`src/klac_map.svh`:
```
// Constants of the key-load and authentication command engine
//
// Function
// Any error during a command sets the summary error bit of primary status.
// Separate cause flags for key, access, checksum, frame, parity, collision, overflow.
// Key-from-EEPROM, code 0B: address low then high from FIFO, then run.
// Key-from-EEPROM starts on host request, ends after key reaches key buffer.
// Bad EEPROM key format: key buffer gets undefined value, key error set.
// Key-from-FIFO, code 19: twelve bytes LSB first, checked then copied.
// Key-from-FIFO starts on host request, ends after key reaches key buffer.
// Key-from-FIFO consumes all bytes even on bad format; key error set.
// Auth step one, code 0C: six FIFO bytes sent to the card.
// Auth step one keeps the card reply internal, not to host.
// Both auth steps follow transceive: transmit then receive.
// Auth step two, code 14: no arguments, device builds data, reply internal.
// Successful auth step two sets cipher-active bit; cipher then used.
// Failed auth step two clears cipher-active bit.
// Host never sets cipher-active bit; host may clear it.
// Host issues step two right after successful step one, matching key.
// Summary error bit is the OR of the cause flags.
`ifndef KLAC_MAP_SVH
`define KLAC_MAP_SVH
`define KLAC_CMD_IDLE 8'h00
`define KLAC_CMD_KEY_EEPROM 8'h0B
`define KLAC_CMD_KEY_FIFO 8'h19
`define KLAC_CMD_AUTH_ONE 8'h0C
`define KLAC_CMD_AUTH_TWO 8'h14
`define KLAC_EE_ARG_BYTES 4'h2
`define KLAC_KEY_BYTES 4'hC
`define KLAC_AUTH1_BYTES 4'h6
`define KLAC_ERR_KEY 0
`define KLAC_ERR_ACCESS 1
`define KLAC_ERR_OVERFLOW 2
`define KLAC_ERR_CHECKSUM 3
`define KLAC_ERR_FRAME 4
`define KLAC_ERR_PARITY 5
`define KLAC_ERR_COLLISION 6
`define KLAC_ERR_RESET 8'h00
`endif

```
`src/klac_pkg.sv`:
```
// Types of the key-load and authentication command engine
`default_nettype none
package klac_pkg;
	typedef enum logic [6:0] {
		KLAC_IDLE = 7'h01,
		KLAC_ARGS = 7'h02,
		KLAC_EE_RD = 7'h04,
		KLAC_CHECK = 7'h08,
		KLAC_TX = 7'h10,
		KLAC_RX = 7'h20,
		KLAC_DONE = 7'h40
	} klac_state_t;
	typedef struct packed {
		klac_state_t state;
		logic [7:0] cmd;
		logic [3:0] cnt;
		logic [95:0] shift;
		logic [95:0] key;
		logic [15:0] ee_addr;
		logic [7:0] err;
		logic cipher;
		logic tx_valid;
		logic [7:0] tx_data;
		logic busy;
	} klac_regs_t;
endpackage
`default_nettype wire

```
`src/klac_engine.sv`:
```
// Key-load and card-authentication command engine
`timescale 1ns/1ps
`default_nettype none
`include "klac_map.svh"
module klac_engine (
	// Clock and reset
	input wire logic SYS_CLK_I,
	input wire logic RST_N_I,
	// Host command start and flag clears
	input wire logic CMD_START_I,
	input wire logic [7:0] CMD_CODE_I,
	input wire logic CIPHER_CLEAR_I,
	input wire logic ERR_CLEAR_I,
	// FIFO read side
	input wire logic FIFO_VALID_I,
	input wire logic [7:0] FIFO_DATA_I,
	output logic FIFO_POP_O,
	input wire logic FIFO_OVERFLOW_I,
	// EEPROM key fetch
	output logic EE_REQ_O,
	output logic [15:0] EE_ADDR_O,
	input wire logic EE_ACK_I,
	input wire logic [95:0] EE_DATA_I,
	input wire logic EE_ACCESS_ERR_I,
	// Card link transceiver
	output logic CARD_TX_VALID_O,
	output logic [7:0] CARD_TX_DATA_O,
	input wire logic CARD_TX_READY_I,
	input wire logic CARD_RX_DONE_I,
	input wire logic CARD_AUTH_OK_I,
	input wire logic CARD_CHECKSUM_ERR_I,
	input wire logic CARD_FRAME_ERR_I,
	input wire logic CARD_PARITY_ERR_I,
	input wire logic CARD_COLLISION_ERR_I,
	// Status
	output logic BUSY_O,
	output logic [95:0] KEY_BUFFER_O,
	output logic CIPHER_ACTIVE_O,
	output logic [7:0] ERROR_CAUSE_O,
	output logic PRIMARY_ERR_O
);
	import klac_pkg::*;

	klac_regs_t r_q;
	klac_regs_t r_d;

	// Each key byte must be a nibble and its complement
	function automatic logic key_ok(input logic [95:0] k);
		logic ok;
		ok = 1'b1;
		for (int i = 0; i < 12; i++) begin
			if (k[i*8+4 +: 4] != ~k[i*8 +: 4]) begin
				ok = 1'b0;
			end
		end
		return ok;
	endfunction

	function automatic logic [3:0] arg_count(input logic [7:0] c);
		case (c)
			`KLAC_CMD_KEY_EEPROM: arg_count = `KLAC_EE_ARG_BYTES;
			`KLAC_CMD_KEY_FIFO: arg_count = `KLAC_KEY_BYTES;
			`KLAC_CMD_AUTH_ONE: arg_count = `KLAC_AUTH1_BYTES;
			default: arg_count = 4'h0;
		endcase
	endfunction

	logic known;
	logic pop;
	assign known = (CMD_CODE_I == `KLAC_CMD_KEY_EEPROM) ||
		(CMD_CODE_I == `KLAC_CMD_KEY_FIFO) ||
		(CMD_CODE_I == `KLAC_CMD_AUTH_ONE) ||
		(CMD_CODE_I == `KLAC_CMD_AUTH_TWO);
	assign pop = (r_q.state == KLAC_ARGS) && FIFO_VALID_I;

	always_comb begin
		r_d = r_q;
		// Error flags: events win over a same-cycle clear
		if (ERR_CLEAR_I) begin
			r_d.err = `KLAC_ERR_RESET;
		end
		if (FIFO_OVERFLOW_I) begin
			r_d.err[`KLAC_ERR_OVERFLOW] = 1'b1;
		end
		// Host may only clear the cipher bit
		if (CIPHER_CLEAR_I) begin
			r_d.cipher = 1'b0;
		end
		case (r_q.state)
			KLAC_IDLE: begin
				r_d.busy = 1'b0;
				if (CMD_START_I && known) begin
					r_d.cmd = CMD_CODE_I;
					r_d.cnt = 4'h0;
					r_d.shift = '0;
					r_d.busy = 1'b1;
					if (CMD_CODE_I == `KLAC_CMD_AUTH_TWO) begin
						// No arguments, frame built internally
						r_d.state = KLAC_TX;
					end else begin
						r_d.state = KLAC_ARGS;
					end
				end
			end
			KLAC_ARGS: begin
				if (pop) begin
					// Bytes arrive LSB first
					r_d.shift[r_q.cnt*8 +: 8] = FIFO_DATA_I;
					r_d.cnt = r_q.cnt + 4'h1;
					if (r_q.cnt + 4'h1 == arg_count(r_q.cmd)) begin
						r_d.cnt = 4'h0;
						case (r_q.cmd)
							`KLAC_CMD_KEY_EEPROM: begin
								r_d.ee_addr = {FIFO_DATA_I,
									r_q.shift[7:0]};
								r_d.state = KLAC_EE_RD;
							end
							`KLAC_CMD_KEY_FIFO: r_d.state = KLAC_CHECK;
							default: r_d.state = KLAC_TX;
						endcase
					end
				end
			end
			KLAC_EE_RD: begin
				if (EE_ACK_I) begin
					r_d.shift = EE_DATA_I;
					if (EE_ACCESS_ERR_I) begin
						r_d.err[`KLAC_ERR_ACCESS] = 1'b1;
					end
					r_d.state = KLAC_CHECK;
				end
			end
			KLAC_CHECK: begin
				// Undefined on bad format: raw bytes are loaded as-is
				r_d.key = r_q.shift;
				if (!key_ok(r_q.shift)) begin
					r_d.err[`KLAC_ERR_KEY] = 1'b1;
				end
				r_d.state = KLAC_DONE;
			end
			KLAC_TX: begin
				r_d.tx_valid = 1'b1;
				if (r_q.cmd == `KLAC_CMD_AUTH_ONE) begin
					r_d.tx_data = r_q.shift[r_q.cnt*8 +: 8];
				end else begin
					// Step two token from the key buffer
					r_d.tx_data = r_q.key[r_q.cnt*8 +: 8];
				end
				if (r_q.tx_valid && CARD_TX_READY_I) begin
					r_d.cnt = r_q.cnt + 4'h1;
					if (r_q.cnt + 4'h1 == `KLAC_AUTH1_BYTES) begin
						r_d.tx_valid = 1'b0;
						r_d.state = KLAC_RX;
					end else begin
						r_d.tx_data = (r_q.cmd == `KLAC_CMD_AUTH_ONE) ?
							r_q.shift[(r_q.cnt+4'h1)*8 +: 8] :
							r_q.key[(r_q.cnt+4'h1)*8 +: 8];
					end
				end
			end
			KLAC_RX: begin
				// Reply is consumed here and never reaches the FIFO
				if (CARD_RX_DONE_I) begin
					if (CARD_CHECKSUM_ERR_I) begin
						r_d.err[`KLAC_ERR_CHECKSUM] = 1'b1;
					end
					if (CARD_FRAME_ERR_I) begin
						r_d.err[`KLAC_ERR_FRAME] = 1'b1;
					end
					if (CARD_PARITY_ERR_I) begin
						r_d.err[`KLAC_ERR_PARITY] = 1'b1;
					end
					if (CARD_COLLISION_ERR_I) begin
						r_d.err[`KLAC_ERR_COLLISION] = 1'b1;
					end
					if (r_q.cmd == `KLAC_CMD_AUTH_TWO) begin
						// Success outranks a same-cycle host clear
						r_d.cipher = CARD_AUTH_OK_I;
					end
					r_d.state = KLAC_DONE;
				end
			end
			KLAC_DONE: begin
				r_d.busy = 1'b0;
				r_d.cnt = 4'h0;
				r_d.state = KLAC_IDLE;
			end
			default: r_d.state = KLAC_IDLE;
		endcase
	end

	always_ff @(posedge SYS_CLK_I) begin
		if (!RST_N_I) begin
			r_q <= '0;
			r_q.state <= KLAC_IDLE;
			r_q.cmd <= `KLAC_CMD_IDLE;
			r_q.err <= `KLAC_ERR_RESET;
		end else begin
			r_q <= r_d;
		end
	end

	assign FIFO_POP_O = pop;
	assign EE_REQ_O = (r_q.state == KLAC_EE_RD);
	assign EE_ADDR_O = r_q.ee_addr;
	assign CARD_TX_VALID_O = r_q.tx_valid;
	assign CARD_TX_DATA_O = r_q.tx_data;
	assign BUSY_O = r_q.busy;
	assign KEY_BUFFER_O = r_q.key;
	assign CIPHER_ACTIVE_O = r_q.cipher;
	assign ERROR_CAUSE_O = r_q.err;
	assign PRIMARY_ERR_O = |r_q.err;
endmodule
`default_nettype wire

```
`config.mk`:
```
export PLATFORM = sky130hd
export DESIGN_NAME = klac_engine
export DESIGN_NICKNAME = d
export VERILOG_FILES = /design/src/klac_pkg.sv /design/src/klac_engine.sv
export VERILOG_INCLUDE_DIRS = /design/src
export SDC_FILE = /design/constraint.sdc
export NUM_CORES = 1
export LEC_CHECK = 0
export ABC_CLOCK_PERIOD_IN_PS = 7600
export BUFFER_PORTS_ARGS = -buffer_cell sky130_fd_sc_hd__buf_4
export CAP_MARGIN = 25
export CORE_MARGIN = 2
export CORE_UTILIZATION = 25
export CTS_BUF_LIST = sky130_fd_sc_hd__clkbuf_8 sky130_fd_sc_hd__clkbuf_16
export DETAILED_ROUTE_END_ITERATION = 7
export PLACE_DENSITY_LB_ADDON = 0.15
export RECOVER_POWER = 100
export SYNTH_ARGS = -nofsm -noshare
export SYNTH_HDL_FRONTEND = slang
export SYNTH_SLANG_ARGS = --single-unit
```
`constraint.sdc`:
```
create_clock -name SYS_CLK_I -period 7.6 [get_ports SYS_CLK_I]
set_input_delay 1.52 -clock SYS_CLK_I [delete_from_list [all_inputs] [get_ports SYS_CLK_I]]
set_output_delay 1.52 -clock SYS_CLK_I [all_outputs]
set_load 0.02 [all_outputs]
```
==> Flow_metrics.wiki, run 1 <==
{| class="wikitable"
! Metric !! Value
|-
| EDFF count, synth || 0
|-
| CP Launch Type || input port
|-
| Vias post-DR || 14,400
|-
| Critical path cell sequence || buf_6 > clkbuf_1 > buf_4 > o21ai_0 > a31oi_1
|-
| Minimum hold slack || 0.481 ns
|-
| Maximum level of the CTS H-tree || 1
|-
| Switching share of power || 28.3%
|-
| Maximum vdd ir drop || 0.148 mV
|-
| Critical R2R Capture || CARD_TX_DATA_O[0]
|-
| Number of max-cap violations || 3
|-
| Clock network power share || 46.1%
|-
| Number of buffers added by the clock tree synthesis step || 31
|-
| Root buffer cell || sky130_fd_sc_hd__clkbuf_16
|-
| Wire length of the first global-routing pass || 101,000 µm
|-
| Flop2flop setup slack || 2.63 ns
|-
| Final min period || 5.36 ns
|-
| Leading cell type in the layout, fill and taps excluded || sky130_fd_sc_hd__nand2_1
|-
| Synthesized area per cell || 8.14 µm²
|-
| Type of the tightest min-delay check || reg2reg
|-
| Count of final hold-check violations || 0
|-
| Internal cell power || 0.00247 W
|-
| Hold_buf cts || 0
|-
| Post-CTS Repair Setup Buffers || 0
|-
| Switching power summed over all nets || 0.000973 W
|-
| Comb power frac || 12.7%
|-
| Cell area power density || 200 mW/mm²
|-
| Avg Vias per Cell || 5.34
|-
| Headroom to the max-slew limit || -133%
|-
| Starting utilization of the core area || 25.4%
|-
| Final antenna-violating net count || 0
|-
| Worst reg2reg startpoint || r_q[236]
|-
| Total Negative Setup Slacks || 0 ns
|-
| Vias in the first global route || 13,800
|-
| Critical path data arrival time || 5.86 ns
|-
| Most used routing layer in global routing || met2
|-
| Met2 GRT Util || 36.0%
|-
| Congestion Overflow GR || 0
|-
| Post-detail-place hpwl || 52,600 µm
|-
| Net count of the mapped netlist || 1,982
|-
| Number of pins with negative max-slew slack in the final report || 177
|-
| Skew final || 0.0207 ns
|-
| Largest driver fanout on the critical path || 93
|-
| Worst slew pin tran || 3.50 ns
|-
| Fmax achieved || 0.187 GHz
|-
| Proportion of register bits with asynchronous set or reset after synthesis || 0%
|-
| Share of final-layout standard cells stronger than drive strength 1 || 13.5%
|-
| RSZ-0062 raised after global routing || false
|-
| Final Setup Violations || 0
|-
| Maximum root-to-sink buffer count || 3
|-
| Yosys Warn Count || 0
|-
| Core area || 0.0592 mm²
|-
| Sink count of the clock tree || 245
|-
| Summed instance area of the synthesized netlist || 0.0150 mm²
|-
| Failing checks || capacitance limit, slew limit
|-
| Count of mapped cells out of synthesis || 1,848
|-
| Number of diodes added for antenna fixing || 0
|-
| Clk slew on worst S/H paths || 0.07 ns
|-
| Number of top-level design ports || 262
|-
| Endpoint required time on the critical path || 8.10 ns
|-
| Layout overhead on the synthesized area || 14.7%
|-
| Hold depth || 2
|-
| Leading cell types in the layout, fill and taps excluded || 362 x sky130_fd_sc_hd__nand2_1, 245 x sky130_fd_sc_hd__dfxtp_1, 152 x sky130_fd_sc_hd__buf_4, 134 x sky130_fd_sc_hd__clkbuf_1, 106 x sky130_fd_sc_hd__a21boi_0
|-
| Starting DRT DRC Count || 1,299
|-
| Flip-flop cell with the highest count after synthesis || sky130_fd_sc_hd__dfxtp_1
|-
| Chip Height || 249 µm
|-
| Met1 usage || 30.0%
|-
| Total Die Area || 0.0622 mm²
|-
| Share of synthesized area occupied by flip-flops and latches || 32.6%
|-
| Count of buffers from port buffering || 260
|-
| All-Layer GR Usage || 22.0%
|-
| Depth of the worst register-to-register path || 8
|-
| Router iterations before antenna repair || 5
|-
| Critical Setup Path Class || in2reg
|-
| Min-Delay Startpoint || KEY_BUFFER_O[77]
|-
| Final WL || 71,200 µm
|-
| Final clock period utilization by the worst path || 70.5%
|-
| Horiz. Die Dim || 249 µm
|-
| Detailed-route wire length per cell || 26.4 µm
|-
| Type of element capturing the critical path || flip-flop
|-
| Clock Latency Late Sink || 0.59 ns
|-
| Proportion of power drawn by flip-flops and latches || 41.2%
|-
| Number of rows created at floorplan || 89
|-
| Final-stage net count || 2,032
|-
| Hold-critical path endpoint || KEY_BUFFER_O[77]
|-
| Overall power || 0.00344 W
|-
| Crit path max-delay cell type || sky130_fd_sc_hd__clkbuf_1
|-
| Result of the run || complete, but fails checks
|-
| Weighted congestion at the end of routability-driven global placement || 0.896
|-
| Leakage power of the design || 6.40 nW
|-
| Post-synthesis register bit count || 245
|-
| Total of cells resized after clock tree synthesis || 0
|-
| Pin count of the biggest net entering global routing || 94
|-
| Initial antenna violation count || 0
|-
| Clock tree from TritonCTS || built
|-
| GRT met3 Usage || 3.03%
|-
| Remaining DRCs || 0
|-
| Distinct cell type count after synthesis || 79
|-
| Crit-path max cell delay || 2.48 ns
|}
flip-flops by register name (all words and copies together) (netlist names):
signal / cells
EE_ADDR_O: 16
ERROR_CAUSE_O: 7
KEY_BUFFER_O: 96
BUSY_O: 1
CARD_TX_VALID_O: 1
CARD_TX_DATA_O: 8
r_q: 115
CIPHER_ACTIVE_O: 1
metal layers:
| layer | share of wire [%] | routed length, µm | vias up |
|---|---|---|---|
| li1 | - | - | 6647 |
| met4 | 3.1 | 2180 | 0 |
| met1 | 45 | 31700 | 7099 |
| met3 | 6.2 | 4400 | 95 |
| met2 | 46 | 32900 | 538 |
| met5 | 0 | 0 | - |
through the flow:
step / utilization, % / cells / worst slack [ns] / cell area, µm²
2_1_floorplan: - / 1848 / 4.30 / 15000
3_3_place_gp: 28.1 / 2634 / 2.89 / 16600
3_5_place_dp: 28.1 / 2636 / 3.29 / 16700
4_1_cts: 30.0 / 2691 / 3.56 / 17700
5_1_grt: 29.1 / 2693 / 1.94 / 17300
6_report: 29.1 / 2693 / 2.24 / 17300
Yosys cell counts (12+ instances only):
master                     instances  area, µm²
sky130_fd_sc_hd__a21boi_0        102        766
sky130_fd_sc_hd__a21oi_1          62        310
sky130_fd_sc_hd__a221o_1          17        170
sky130_fd_sc_hd__a221oi_1         33        289
sky130_fd_sc_hd__a22oi_1          34        255
sky130_fd_sc_hd__a31oi_1          16        100
sky130_fd_sc_hd__and3_1           12       75.1
sky130_fd_sc_hd__buf_2            17       85.1
sky130_fd_sc_hd__buf_4           134       1010
sky130_fd_sc_hd__clkbuf_1        112        420
sky130_fd_sc_hd__dfxtp_1         245       4900
sky130_fd_sc_hd__mux2i_1          77        771
sky130_fd_sc_hd__mux4_2           16        360
sky130_fd_sc_hd__nand2_1         361       1360
sky130_fd_sc_hd__nand3_1          24        120
sky130_fd_sc_hd__nand4_1          17        106
sky130_fd_sc_hd__nor2_1           77        289
sky130_fd_sc_hd__nor2b_1          34        213
sky130_fd_sc_hd__nor3_1           12       60.1
sky130_fd_sc_hd__nor3b_1          37        278
sky130_fd_sc_hd__o211a_1          15        150
sky130_fd_sc_hd__o21ai_0         103        515
sky130_fd_sc_hd__o221a_2          19        214
sky130_fd_sc_hd__o22ai_1          31        194
sky130_fd_sc_hd__xor2_1           50        438
area by class of cell:
type,count,area (µm²)
flip-flops and latches,245,4900
multi-input cells,1318,8540
inverters,12,46.3
fillers,6467,42000
clock inverters,21,253
clock buffers,34,817
well taps,773,967
repair buffers,290,1720
worst max path at each step:
stage               slack (ns)           endpoint          start  cells past startpoint
finish                    2.24  CARD_TX_DATA_O[6]        RST_N_I                      5
global route              1.94  CARD_TX_DATA_O[6]        RST_N_I                      5
CTS                       3.56         FIFO_POP_O       r_q[239]                      6
detailed placement        3.29           r_q[183]  CMD_CODE_I[4]                      9
global placement          2.89           r_q[135]  CMD_CODE_I[4]                      8
floorplan                 4.30           r_q[195]  CMD_CODE_I[4]                      8
worst max-delay path: cells and delay by family:
| family | cells | cell delay [ns] |
|---|---|---|
| AO/OA/AOI/OAI | 2 | 0.39 |
| buffers and inverters | 3 | 3.83 |
cell families after synthesis:
kind of cell / count (synthesis) / share of synthesized area (%)
AOI/OAI and AO/OA: 522 / 24.7
muxes: 105 / 8.82
DFF: 245 / 32.6
and+or+nand+nor: 630 / 19.5
xor gates and xnor gates: 54 / 3.14
other: 1 / 0.0249
adders and majority gates: 6 / 0.499
buffers and inverters: 285 / 10.7
power by group through the flow:
stage               Clock, W  Sequential, W  Combinational (W)
floorplan                  0        0.00140           0.000255
global placement           0        0.00144           0.000423
detailed placement         0        0.00145           0.000431
CTS                  0.00161        0.00142           0.000433
global route         0.00167        0.00142           0.000475
finish               0.00159        0.00142           0.000436
(Power assumes the default switching activity.)
==> inputs of run 2 (changes only) <==
ABC_CLOCK_PERIOD_IN_PS = 4600   (was 7600)
clock period = 4.6 ns   (was 7.6 ns; I/O delays follow)
==> Flow_metrics.wiki, run 2 (synthesis gave the netlist of run 1 again) <==
{| class="wikitable"
! Metric !! Value
|-
| Depth of the worst register-to-register path || 8 (unchanged)
|-
| Chip Height || 249 µm (unchanged)
|-
| Total non-filler cell area in the finished layout || 0.0172 mm² (-0.37%)
|-
| Number of cells after detailed placement || 2,644 (+0.30%)
|-
| Count of filler cells inserted in the layout || 6,465 (-0.031%)
|-
| Total Die Area || 0.0622 mm² (unchanged)
|-
| Number of max-cap violations || 2 (-1)
|-
| Final WL || 70,900 µm (-0.42%)
|-
| Core area || 0.0592 mm² (unchanged)
|-
| Sink count of the clock tree || 245 (unchanged)
|-
| Wire length of the first global-routing pass || 102,000 µm (+0.57%)
|-
| Maximum root-to-sink buffer count || 3 (unchanged)
|-
| Type of element capturing the critical path || output port
|-
| Avg Vias per Cell || 5.36 (+0.32%)
|-
| Clock tree from TritonCTS || built
|-
| All-Layer GR Usage || 22.0% (-0.040 points)
|-
| Congestion Overflow GR || 0 (unchanged)
|-
| Number of buffers added by the clock tree synthesis step || 31 (unchanged)
|-
| Leading cell types in the layout, fill and taps excluded || 362 x sky130_fd_sc_hd__nand2_1, 245 x sky130_fd_sc_hd__dfxtp_1, 152 x sky130_fd_sc_hd__buf_4, 134 x sky130_fd_sc_hd__clkbuf_1, 106 x sky130_fd_sc_hd__o21ai_0
|-
| Number of top-level design ports || 262 (unchanged)
|-
| Vias in the first global route || 14,000 (+1.5%)
|-
| Leading cell type in the layout, fill and taps excluded || sky130_fd_sc_hd__nand2_1
|-
| Maximum vdd ir drop || 0.261 mV (+77%)
|-
| Share of the core filled with cells in the final layout || 29.0% (-0.11 points)
|-
| Weighted congestion at the end of routability-driven global placement || 0.944 (+5.4%)
|-
| Final antenna-violating net count || 0 (unchanged)
|-
| Layout overhead on the synthesized area || 14.2%
|-
| Cell area power density || 318 mW/mm² (+59%)
|-
| Final min period || 3.78 ns
|-
| Headroom to the max-slew limit || -61.0% (+72 points)
|-
| Hold depth || 2 (unchanged)
|-
| Number of rows created at floorplan || 89 (unchanged)
|-
| Initial antenna violation count || 1 (+1)
|-
| Leakage power of the design || 6.38 nW (-0.36%)
|-
| Hold_buf cts || 0 (unchanged)
|-
| Post-detail-place hpwl || 52,500 µm (-0.17%)
|-
| Share of final-layout standard cells stronger than drive strength 1 || 13.5% (-0.014 points)
|-
| Critical Setup Path Class || reg2out
|-
| Fmax achieved || 0.264 GHz
|-
| Largest driver fanout on the critical path || 40 (-57%)
|-
| Family with the most delay on the worst path || simple AND/OR/NAND/NOR gates
|-
| Type of the tightest min-delay check || reg2reg
|-
| Crit path depth || 6 (+1)
|-
| Final clock period utilization by the worst path || 82.2%
|-
| Maximum level of the CTS H-tree || 1 (unchanged)
|-
| Skew final || 0.0193 ns (-0.00138 ns)
|-
| Remaining DRCs || 0 (unchanged)
|-
| Multi-input logic area || 0.00853 mm² (-0.16%)
|-
| Buffers plus inverters on the worst setup path || 3 (unchanged)
|-
| CP Launch Type || flip-flop
|-
| RSZ-0062 raised after global routing || false
|-
| Horiz. Die Dim || 249 µm (unchanged)
|-
| Flop2flop setup slack || 0.82 ns (-1.81 ns)
|-
| Final-stage net count || 2,038 (+0.30%)
|-
| Number of flip-flops under the largest register name || 115 (unchanged)
|-
| Count of final hold-check violations || 0 (unchanged)
|-
| Total of cells resized after clock tree synthesis || 0 (unchanged)
|-
| Starting DRT DRC Count || 1,276 (-1.8%)
|-
| Clock Latency Late Sink || 0.59 ns (about the same)
|-
| Total placed instance area || 0.0168 mm² (+0.56%)
|-
| Result of the run || complete, but fails checks
|-
| Post-CTS Repair Setup Buffers || 0 (unchanged)
|-
| Router iterations before antenna repair || 6 (+1)
|-
| Finished Layout Cells || 2,696 (+0.11%)
|-
| Clk slew on worst S/H paths || 0.06 ns (about the same)
|-
| Worst slew pin tran || 2.42 ns (-1.08 ns)
|-
| Critical path data arrival time || 2.86 ns (-3.00 ns)
|-
| Crit-path max cell delay || 0.49 ns (-1.99 ns)
|-
| Starting utilization of the core area || 25.4% (unchanged)
|-
| Endpoint required time on the critical path || 3.68 ns (-4.42 ns)
|-
| Register ranked first by flip-flop count || r_q
|-
| Vias post-DR || 14,400 (+0.43%)
|-
| Failing checks || capacitance limit, slew limit
|-
| Pin count of the biggest net entering global routing || 104 (+11%)
|-
| Crit path max-delay cell type || sky130_fd_sc_hd__buf_4
|-
| Count of buffers from port buffering || 260 (unchanged)
|-
| Detailed-route wire length per cell || 26.3 µm (-0.53%)
|-
| FF/Latch Area || 0.00490 mm² (unchanged)
|-
| Number of pins with negative max-slew slack in the final report || 165 (-6.8%)
|-
| Final Setup Violations || 0 (unchanged)
|-
| Critical path cell sequence || nor3_1 > and4b_1 > buf_4 > nand2_1 > inv_1 > clkbuf_1
|-
| Total Negative Setup Slacks || 0 ns (unchanged)
|-
| Root buffer cell || sky130_fd_sc_hd__clkbuf_16
|}
[run 2: changes by cell type in the layout (fill, tap and decap cells not counted), sizes merged]
cell    change
inv         -2
clkinv      -3
clkbuf     +11
bufinv      -5
diode       +1
buf         +1
[run 2: cell type report]
cell class	count	area share [%]
clock inverters	11	0.437
multi-input cells	1318	49.6
flip-flops and latches	245	28.5
inverters	12	0.269
diodes	1	0.0146
clock buffers	40	5.23
repair buffers	296	10.2
well taps	773	5.63
[run 2: path summary, 6_finish.rpt]
kind                                       start                to
worst max-delay path                    r_q[239]        FIFO_POP_O
worst min-delay path            KEY_BUFFER_O[33]  KEY_BUFFER_O[33]
worst max register to register          r_q[239]          r_q[165]
worst min register to register  KEY_BUFFER_O[33]  KEY_BUFFER_O[33]
[run 2: tightest hold or removal path, stage by stage, from the launching register on]
cell                       delay (ns)
sky130_fd_sc_hd__dfxtp_1         0.32
sky130_fd_sc_hd__nand2_1         0.05
sky130_fd_sc_hd__a21boi_0        0.06
[run 2: metal layers]
layer	share of wire (%)	wire length [µm]	GRT usage [%]
met3	6.0	4220	2.74
met4	3.5	2450	7.19
met5	0	0	0
met2	46	32400	35.7
met1	45	31900	30.1
[run 2: power by group]
| part | internal, W | leakage [nW] | switching, W |
|---|---|---|---|
| clock | 0.00140 | 0.510 | 0.00100 |
| sequential | 0.00219 | 1.97 | 0.000160 |
| combinational | 0.000289 | 3.89 | 0.000419 |
| total | 0.00389 | 6.38 | 0.00158 |
[run 2: metrics by stage]
stage          power, W  hold WS [ns]  setup slack [ns]
4_1_cts         0.00552         0.485              1.05
5_1_grt         0.00567         0.507             0.630
3_3_place_gp    0.00309         0.471             0.977
2_1_floorplan   0.00274         0.447              1.44
3_5_place_dp    0.00311         0.477             0.911
6_report        0.00547         0.483             0.818
